==> src/logic/vpd_pkg.sv <==
// Package: constants and types for the virtual processor disable control
package vpd_pkg;
  localparam int VPD_NUM_VP = 4;
  localparam int VPD_DATA_W = 32;
  localparam int VPD_REG_IDX_W = 5;
  localparam int VPD_DIS_POS = 0;
  localparam logic [31:0] VPD_CTRL_RST = 32'h0000_0000;
  localparam logic [4:0] VPD_ZERO_REG = 5'h00;
  localparam logic [3:0] VPD_MIN_RELEASE = 4'h6;
  localparam logic [7:0] VPD_DRAIN_TIMEOUT = 8'hFF;
  typedef enum logic [2:0] {
    VPD_IDLE = 3'b000,
    VPD_STOP = 3'b001,
    VPD_DRAIN = 3'b010,
    VPD_SYNC = 3'b011,
    VPD_DONE = 3'b100
  } vpd_state_t;
  typedef enum logic [1:0] {
    VPD_RES_NONE = 2'b00,
    VPD_RES_OK = 2'b01,
    VPD_RES_CPU = 2'b10,
    VPD_RES_RI = 2'b11
  } vpd_result_t;
endpackage

==> src/logic/vpd_check.sv <==
// Module: decides whether a disable or enable instruction may proceed
`timescale 1ns/100ps
module vpd_check
  import vpd_pkg::*;
(
  input wire logic i_cop0_usable,
  input wire logic [3:0] i_release,
  input wire logic i_mt_present,
  input wire logic i_dis_bit,
  input wire logic i_is_disable,
  output logic [1:0] o_result,
  output logic o_effective
);
  wire is_old_release = i_release < VPD_MIN_RELEASE;
  wire nop_case = !i_mt_present || (i_is_disable && i_dis_bit);
  assign o_result = is_old_release ? VPD_RES_RI :
                    !i_cop0_usable ? VPD_RES_CPU : VPD_RES_OK;
  assign o_effective = !is_old_release && i_cop0_usable && !nop_case;
endmodule

==> src/logic/vpd_ctrl.sv <==
// Module: virtual processor disable and enable control for one core
//
// Behaviour
// - Nonzero target field receives control value from before the change.
// - Disable bit set only after all other processors are disabled.
// - Fetch stops; disable retires after outstanding work drains.
// - Pending prefetches of targets are terminated.
// - Disable acts as type-0 barrier against other processors.
// - Waiting-for-interrupt processor ignores interrupts until re-enabled.
// - Load-linked paused processor stays stopped until re-enabled.
// - Enable resumes all other processors immediately as before.
// - Disable with bit already set is a no-operation.
// - Disabled processors see interrupts masked, enable bits untouched.
// - Issuing processor keeps taking interrupts normally.
// - External fetch enable and this disable must both permit fetch.
// - Disable acts only when oldest unretired, never speculatively.
// - Without multithreading support the disable is a no-operation.
// - Unusable control coprocessor raises coprocessor-unusable exception.
// - Releases before 6 raise reserved-instruction exception.
// - Targets are halted in any privilege mode.
`timescale 1ns/100ps
module vpd_ctrl
  import vpd_pkg::*;
#(
  parameter int NUM_VP = VPD_NUM_VP,
  parameter int IDX_W = 2
) (
  input wire logic i_clk,
  input wire logic i_resetn,
  input wire logic i_dvp_req,
  input wire logic i_evp_req,
  input wire logic [IDX_W-1:0] i_issuer,
  input wire logic [4:0] i_target_register_field,
  input wire logic i_oldest,
  input wire logic i_cop0_usable,
  input wire logic [3:0] i_release,
  input wire logic i_multithread_present_bit,
  input wire logic [NUM_VP-1:0] i_outstanding,
  input wire logic [NUM_VP-1:0] i_prefetch_busy,
  input wire logic [NUM_VP-1:0] i_store_pending,
  input wire logic [NUM_VP-1:0] i_ext_fetch_en,
  input wire logic [NUM_VP-1:0] i_irq,
  input wire logic [NUM_VP-1:0] i_waiting_irq,
  input wire logic [NUM_VP-1:0] i_waiting_ll,
  input wire logic [NUM_VP-1:0] i_load_linked_flag,
  output logic o_done,
  output logic [1:0] o_result,
  output logic o_wr_en,
  output logic [4:0] o_wr_idx,
  output logic [31:0] o_wr_data,
  output logic o_vp_disabled_bit,
  output logic [NUM_VP-1:0] o_kill_prefetch,
  output logic [NUM_VP-1:0] o_fetch_en,
  output logic [NUM_VP-1:0] o_irq,
  output logic [NUM_VP-1:0] o_wake_irq,
  output logic [NUM_VP-1:0] o_wake_ll
);
  // ------------------------------------------------------------
  // State
  // ------------------------------------------------------------
  vpd_state_t state_r, state_nxt;
  logic [31:0] vp_control_reg_r, vp_control_reg_nxt;
  logic [31:0] old_ctrl_r, old_ctrl_nxt;
  logic [4:0] idx_r, idx_nxt;
  logic [NUM_VP-1:0] target_r, target_nxt;
  logic [NUM_VP-1:0] kill_r, kill_nxt;
  logic done_r, done_nxt;
  logic [1:0] result_r, result_nxt;
  logic wr_en_r, wr_en_nxt;
  logic [4:0] wr_idx_r, wr_idx_nxt;
  logic [31:0] wr_data_r, wr_data_nxt;

  // ------------------------------------------------------------
  // Decode
  // ------------------------------------------------------------
  logic [1:0] chk_res;
  logic chk_eff;
  wire dis_bit = vp_control_reg_r[VPD_DIS_POS];
  wire [NUM_VP-1:0] others = ~(NUM_VP'(1) << i_issuer);
  wire dvp_go = i_dvp_req && i_oldest && (state_r == VPD_IDLE);
  wire evp_go = i_evp_req && (state_r == VPD_IDLE);
  wire drained = ((i_outstanding | i_prefetch_busy) & target_r) == '0;
  wire synced = (i_store_pending & target_r) == '0;
  wire [31:0] ctrl_set = vp_control_reg_r | (32'h1 << VPD_DIS_POS);
  wire [31:0] ctrl_clr = vp_control_reg_r & ~(32'h1 << VPD_DIS_POS);

  // ------------------------------------------------------------
  // Legality check
  // ------------------------------------------------------------
  vpd_check u_check (
    .i_cop0_usable(i_cop0_usable),
    .i_release(i_release),
    .i_mt_present(i_multithread_present_bit),
    .i_dis_bit(dis_bit),
    .i_is_disable(i_dvp_req),
    .o_result(chk_res),
    .o_effective(chk_eff)
  );

  // ------------------------------------------------------------
  // Sequencer
  // ------------------------------------------------------------
  always_comb begin
    state_nxt = state_r;
    vp_control_reg_nxt = vp_control_reg_r;
    old_ctrl_nxt = old_ctrl_r;
    idx_nxt = idx_r;
    target_nxt = target_r;
    kill_nxt = '0;
    done_nxt = 1'b0;
    result_nxt = result_r;
    wr_en_nxt = 1'b0;
    wr_idx_nxt = wr_idx_r;
    wr_data_nxt = wr_data_r;
    case (state_r)
      VPD_IDLE: begin
        if (dvp_go) begin
          old_ctrl_nxt = vp_control_reg_r;
          idx_nxt = i_target_register_field;
          if (chk_eff) begin
            // Halt regardless of privilege mode
            target_nxt = others;
            state_nxt = VPD_STOP;
          end else begin
            // Exception or no-operation completes at once
            done_nxt = 1'b1;
            result_nxt = chk_res;
            wr_en_nxt = (chk_res == VPD_RES_OK) &&
                        (i_target_register_field != VPD_ZERO_REG);
            wr_idx_nxt = i_target_register_field;
            wr_data_nxt = vp_control_reg_r;
          end
        end else if (evp_go) begin
          done_nxt = 1'b1;
          result_nxt = chk_res;
          wr_en_nxt = (chk_res == VPD_RES_OK) &&
                      (i_target_register_field != VPD_ZERO_REG);
          wr_idx_nxt = i_target_register_field;
          wr_data_nxt = vp_control_reg_r;
          if (chk_eff) begin
            // Release all targets in one step
            target_nxt = '0;
            vp_control_reg_nxt = ctrl_clr;
          end
        end
      end
      VPD_STOP: begin
        // Terminate speculative activity of targets
        kill_nxt = target_r;
        state_nxt = VPD_DRAIN;
      end
      VPD_DRAIN: begin
        kill_nxt = target_r;
        if (drained) begin
          state_nxt = VPD_SYNC;
        end
      end
      VPD_SYNC: begin
        if (synced) begin
          state_nxt = VPD_DONE;
        end
      end
      VPD_DONE: begin
        // Bit set only once all others are stopped
        vp_control_reg_nxt = ctrl_set;
        done_nxt = 1'b1;
        result_nxt = VPD_RES_OK;
        wr_en_nxt = idx_r != VPD_ZERO_REG;
        wr_idx_nxt = idx_r;
        wr_data_nxt = old_ctrl_r;
        state_nxt = VPD_IDLE;
      end
      default: begin
        state_nxt = VPD_IDLE;
      end
    endcase
  end

  // ------------------------------------------------------------
  // Registers
  // ------------------------------------------------------------
  always_ff @(posedge i_clk or negedge i_resetn) begin
    if (!i_resetn) begin
      state_r <= VPD_IDLE;
    end else begin
      state_r <= state_nxt;
    end
  end

  always_ff @(posedge i_clk or negedge i_resetn) begin
    if (!i_resetn) begin
      vp_control_reg_r <= VPD_CTRL_RST;
    end else begin
      vp_control_reg_r <= vp_control_reg_nxt;
    end
  end

  always_ff @(posedge i_clk or negedge i_resetn) begin
    if (!i_resetn) begin
      old_ctrl_r <= VPD_CTRL_RST;
    end else begin
      old_ctrl_r <= old_ctrl_nxt;
    end
  end

  always_ff @(posedge i_clk or negedge i_resetn) begin
    if (!i_resetn) begin
      idx_r <= VPD_ZERO_REG;
    end else begin
      idx_r <= idx_nxt;
    end
  end

  always_ff @(posedge i_clk or negedge i_resetn) begin
    if (!i_resetn) begin
      target_r <= '0;
    end else begin
      target_r <= target_nxt;
    end
  end

  always_ff @(posedge i_clk or negedge i_resetn) begin
    if (!i_resetn) begin
      kill_r <= '0;
    end else begin
      kill_r <= kill_nxt;
    end
  end

  always_ff @(posedge i_clk or negedge i_resetn) begin
    if (!i_resetn) begin
      done_r <= 1'b0;
    end else begin
      done_r <= done_nxt;
    end
  end

  always_ff @(posedge i_clk or negedge i_resetn) begin
    if (!i_resetn) begin
      result_r <= VPD_RES_NONE;
    end else begin
      result_r <= result_nxt;
    end
  end

  always_ff @(posedge i_clk or negedge i_resetn) begin
    if (!i_resetn) begin
      wr_en_r <= 1'b0;
    end else begin
      wr_en_r <= wr_en_nxt;
    end
  end

  always_ff @(posedge i_clk or negedge i_resetn) begin
    if (!i_resetn) begin
      wr_idx_r <= VPD_ZERO_REG;
    end else begin
      wr_idx_r <= wr_idx_nxt;
    end
  end

  always_ff @(posedge i_clk or negedge i_resetn) begin
    if (!i_resetn) begin
      wr_data_r <= VPD_CTRL_RST;
    end else begin
      wr_data_r <= wr_data_nxt;
    end
  end

  // ------------------------------------------------------------
  // Per-processor gating
  // ------------------------------------------------------------
  // Issuer never in target set, so its interrupts pass
  for (genvar g = 0; g < NUM_VP; g++) begin : g_vp
    vpd_vp_gate u_gate (
      .i_clk(i_clk),
      .i_resetn(i_resetn),
      .i_target(target_r[g]),
      .i_ext_fetch_en(i_ext_fetch_en[g]),
      .i_irq_in(i_irq[g]),
      .i_waiting_irq(i_waiting_irq[g]),
      .i_waiting_ll(i_waiting_ll[g]),
      .i_ll_flag(i_load_linked_flag[g]),
      .o_fetch_en(o_fetch_en[g]),
      .o_irq_out(o_irq[g]),
      .o_wake_irq(o_wake_irq[g]),
      .o_wake_ll(o_wake_ll[g])
    );
  end

  // ------------------------------------------------------------
  // Outputs
  // ------------------------------------------------------------
  assign o_done = done_r;
  assign o_result = result_r;
  assign o_wr_en = wr_en_r;
  assign o_wr_idx = wr_idx_r;
  assign o_wr_data = wr_data_r;
  assign o_vp_disabled_bit = vp_control_reg_r[VPD_DIS_POS];
  assign o_kill_prefetch = kill_r;
endmodule

==> src/logic/vpd_vp_gate.sv <==
// Module: per-processor gating of fetch, interrupts and wake events
`timescale 1ns/100ps
module vpd_vp_gate (
  input wire logic i_clk,
  input wire logic i_resetn,
  input wire logic i_target,
  input wire logic i_ext_fetch_en,
  input wire logic i_irq_in,
  input wire logic i_waiting_irq,
  input wire logic i_waiting_ll,
  input wire logic i_ll_flag,
  output logic o_fetch_en,
  output logic o_irq_out,
  output logic o_wake_irq,
  output logic o_wake_ll
);
  logic fetch_r, irq_r, wake_irq_r, wake_ll_r;
  // Disable and external enable must both allow fetch
  wire fetch_nxt = i_ext_fetch_en && !i_target;
  // Interrupts masked while disabled, enable bit untouched
  wire irq_nxt = i_irq_in && !i_target;
  // Waits only end when not disabled
  wire wake_irq_nxt = i_waiting_irq && i_irq_in && !i_target;
  wire wake_ll_nxt = i_waiting_ll && !i_ll_flag && !i_target;
  always_ff @(posedge i_clk or negedge i_resetn) begin
    if (!i_resetn) begin
      fetch_r <= 1'b0;
      irq_r <= 1'b0;
      wake_irq_r <= 1'b0;
      wake_ll_r <= 1'b0;
    end else begin
      fetch_r <= fetch_nxt;
      irq_r <= irq_nxt;
      wake_irq_r <= wake_irq_nxt;
      wake_ll_r <= wake_ll_nxt;
    end
  end
  assign o_fetch_en = fetch_r;
  assign o_irq_out = irq_r;
  assign o_wake_irq = wake_irq_r;
  assign o_wake_ll = wake_ll_r;
endmodule

==> config.mk <==
export PLATFORM = sky130hd
export DESIGN_NAME = vpd_ctrl
export DESIGN_NICKNAME = d
export VERILOG_FILES = /design/src/logic/vpd_pkg.sv /design/src/logic/vpd_check.sv /design/src/logic/vpd_ctrl.sv /design/src/logic/vpd_vp_gate.sv
export SDC_FILE = /design/constraint.sdc
export NUM_CORES = 1
export LEC_CHECK = 0
export CAP_MARGIN = 20
export CORE_UTILIZATION = 39
export CTS_BUF_LIST = sky130_fd_sc_hd__clkbuf_4
export CTS_CLUSTER_DIAMETER = 150
export DETAILED_ROUTE_END_ITERATION = 6
export DONT_BUFFER_PORTS = 1
export GPL_TIMING_DRIVEN = 0
export PLACE_DENSITY = 0.6
export SYNTH_ARGS = -nofsm -noshare
export SYNTH_HDL_FRONTEND = slang
export SYNTH_SLANG_ARGS = --single-unit
==> constraint.sdc <==
create_clock -name i_clk -period 4.1 [get_ports i_clk]
set_input_delay 0.205 -clock i_clk [delete_from_list [all_inputs] [get_ports i_clk]]
set_output_delay 0.205 -clock i_clk [all_outputs]
set_load 0.05 [all_outputs]
==> flow_metrics.env <==
export IMPL_synth_top_area_share=0.5098
export IMPL_synth_compound_area_frac=0.06083
export IMPL_coreArea_um2=5205
export IMPL_detail_route_vias_per_cell=4.312
export IMPL_hold_viol=0
export IMPL_cts_root_buf="clkbuf_4"
export IMPL_p_int_mw=0.9333
export IMPL_clock_skew_ps=9.610
export IMPL_cp_required_ps=4340
export IMPL_cts_resized=0
export IMPL_final_common_cell="buf_4"
export IMPL_crit_type="reg2reg"
export IMPL_final_core_util=0.5214
export IMPL_syn_instance_count=188
export IMPL_route_met2_wl_um=1926
export IMPL_ir_worst_vdd_mv=0.3908
export IMPL_cp_cell_sequence="and3b_1 > a41oi_1 > o21ai_2 > mux2_2"
export IMPL_wl_met1_um=1732
export IMPL_setup_worst_path_end_class="register"
export IMPL_first_global_vias=1396
export IMPL_p_leak_nw=1.332
export IMPL_fin_cells=324
export IMPL_met3_length_um=361
export IMPL_sw_frac_of_total=0.4756
export IMPL_clkPwrFrac=0.115
export IMPL_synth_area_mux_share=0.1043
export IMPL_slowest_stage="dfrtp_1"
export IMPL_synth_xor_area_frac=0.004056
export IMPL_ios=112
export IMPL_regArea_um2=1101
export IMPL_synth_top_family_by_area="buffers and inverters"
export IMPL_grt_pass1_wl_um=6693
export IMPL_dp_hpwl_um=2836
export IMPL_period_minus_slack_ps=1969
export IMPL_yosysTopAreaCell="dfrtp_1"
export IMPL_seq_power_share=0.542
export IMPL_postRouteAntennaNets=0
export IMPL_setup_viol=0
export IMPL_grt_max_degree=45
export IMPL_maxSlewHeadroom=0.6215
export IMPL_grtUsageTotal=0.1468
export IMPL_synthArstFlopShare=1.000
export IMPL_fmaxAchievable_ghz=0.5080
export IMPL_first_iter_violations=25
export IMPL_routedWlPerCell_um=12.56
export IMPL_path_clk_slew_ps=120
export IMPL_final_cell_mix="buf_4, dfrtp_1, conb_1"
export IMPL_cp_max_fo=9
export IMPL_crit_path_max_incr_delay_ps=620
export IMPL_clk_path_buf_depth=2
export IMPL_syn_area_per_cell_um2=11.49
export IMPL_cts_made_buffers=5
export IMPL_drv_slew=0
export IMPL_yosys_cell_types_count=37
export IMPL_fp_dieArea_um2=5839
export IMPL_fin_setup_tns_ps=0
export IMPL_portBuffers=0
export IMPL_ys_warn_count=0
export IMPL_cts_max_level=2
export IMPL_die_h_um=76.42
export IMPL_rsz0062_at_grt="false"
export IMPL_whs_ps=29.02
export IMPL_row_count=26
export IMPL_synth_area_um2=2160
export IMPL_gp_congestion=0.6986
export IMPL_start_util=0.4149
export IMPL_synth_top_flop_cell="dfrtp_1"
export IMPL_crit_buf_inv=0
export IMPL_die_w_um=76.42
export IMPL_top_layer="met4"
export IMPL_cap_violations=0
export IMPL_diodes=0
export IMPL_combPwrFrac=0.343
export IMPL_cts_setup_buffers=0
export IMPL_synth_fa_ha_area_frac=0
export IMPL_area_delta_synth_final_pct=25.67
export IMPL_cts_tree="built"
export IMPL_fillers=496
export IMPL_placedCellCount=288
export IMPL_setup_worst_path_start_class="register"
export IMPL_yosys_top_cells_area="dfrtp_1, buf_4, mux2_2"
export IMPL_numClockSinks=44
export IMPL_power_switching_mw=0.8463
export IMPL_antenna_found_initial=0
export IMPL_status="complete, no violations"
export IMPL_crit_family="flip-flops"
export IMPL_cp_arrival_ps=2210
export IMPL_vias=1397
export IMPL_power_density_nw_per_um2=655.7
export IMPL_grt_remaining_overflow=0
export IMPL_drc=0
export IMPL_hold_class="in2reg"
export IMPL_synth_edf_count=0
export IMPL_yosys_area_share_simple=0.1414
export IMPL_tightest_slew_ps=567.7
export IMPL_ys_seq_elements=44
export IMPL_routed_wl_um=4070
export IMPL_multi_input_area_um2=787.0
export IMPL_layout_nets=303
export IMPL_drive_gt1_frac=0.3228
export IMPL_insertion_delay_ps=350
export IMPL_drt_first_pass_iters=4
export IMPL_fin_crit_sh=0.4801
export IMPL_yosysSeqAreaShare=0.5098
stage by stage:
step	area [um2]	setup slack [ps]	power, mW
global route	2714	2012	1.887
global placement	2360	2117	1.545
detailed placement	2360	2123	1.556
finish	2714	2131	1.780
CTS	2714	2107	1.803
floorplan	2272	2292	1.463
flip-flops by register name (all words and copies together) (netlist names), 4 cells and up:
register,cells
idx_r,5
o_wr_idx,5
g_vp.u_gate.o_fetch_en,4
g_vp.u_gate.o_irq_out,4
g_vp.u_gate.o_wake_irq,4
g_vp.u_gate.o_wake_ll,4
o_kill_prefetch,4
target_r,4
synth_stat cells, types with 2 or more instances:
master	count
and2_1	8
nand3_1	3
nor3_1	3
inv_1	3
buf_4	47
a22oi_1	2
dfrtp_1	44
nor3b_1	4
and3_1	2
nand2b_1	3
nor2b_1	8
nand4_1	2
nand2_1	5
a21oi_1	2
o21ai_0	6
a22o_1	4
nor2_1	3
mux2_2	20
area by class of cell:
| type | count | share of cell area |
|---|---|---|
| flip-flops and latches | 44 | 0.4057 |
| well taps | 70 | 0.03227 |
| inverters | 3 | 0.004149 |
| repair buffers | 28 | 0.1097 |
| plain buffers | 50 | 0.1374 |
| clock buffers | 6 | 0.01660 |
| multi-input cells | 121 | 0.2900 |
| clock inverters | 2 | 0.004149 |
what timing repair did:
action,in CTS,in global routing
endpoints found under the setup margin,0,0
endpoints found under the hold margin,66,0
hold buffers,28,0
power groups by stage:
| stage | clock (mW) | combinational [mW] | sequential (mW) |
|---|---|---|---|
| after floorplan | 0 | 0.534 | 0.929 |
| after global placement | 0 | 0.568 | 0.976 |
| after detailed placement | 0 | 0.575 | 0.981 |
| after CTS | 0.219 | 0.614 | 0.969 |
| after global routing | 0.234 | 0.657 | 0.996 |
| final | 0.204 | 0.610 | 0.965 |
logic make-up after synthesis:
family | count (synthesis)
compound gates | 19
xor+xnor | 1
buf+inv | 53
flops | 44
mux | 20
other cells | 1
simple gates | 50
per-layer routing:
metal	vias to the layer above	global-route usage
li1	693	-
met1	633	0.1681
met2	64	0.2505
met3	7	0.05269
met4	0	0.05385
met5	-	0
final timing paths:
| check | startpoint | endpoint | slack [ps] | depth (start not counted) |
|---|---|---|---|---|
| setup / recovery | vp_control_reg_r[0] | o_wr_idx[4] | 2130 | 4 |
| hold / removal | i_issuer[0] | target_r[3] | 30 | 2 |
| setup reg to reg | vp_control_reg_r[0] | o_wr_idx[4] | 2130 | 4 |
| hold reg to reg | old_ctrl_r[0] | old_ctrl_r[0] | 520 | 1 |
| max in group asynchronous | i_resetn | g_vp[1].u_gate.o_irq_out | 3530 | 2 |
| min in group asynchronous | i_resetn | o_kill_prefetch[3] | 370 | 2 |
(Power assumes the default switching activity.)
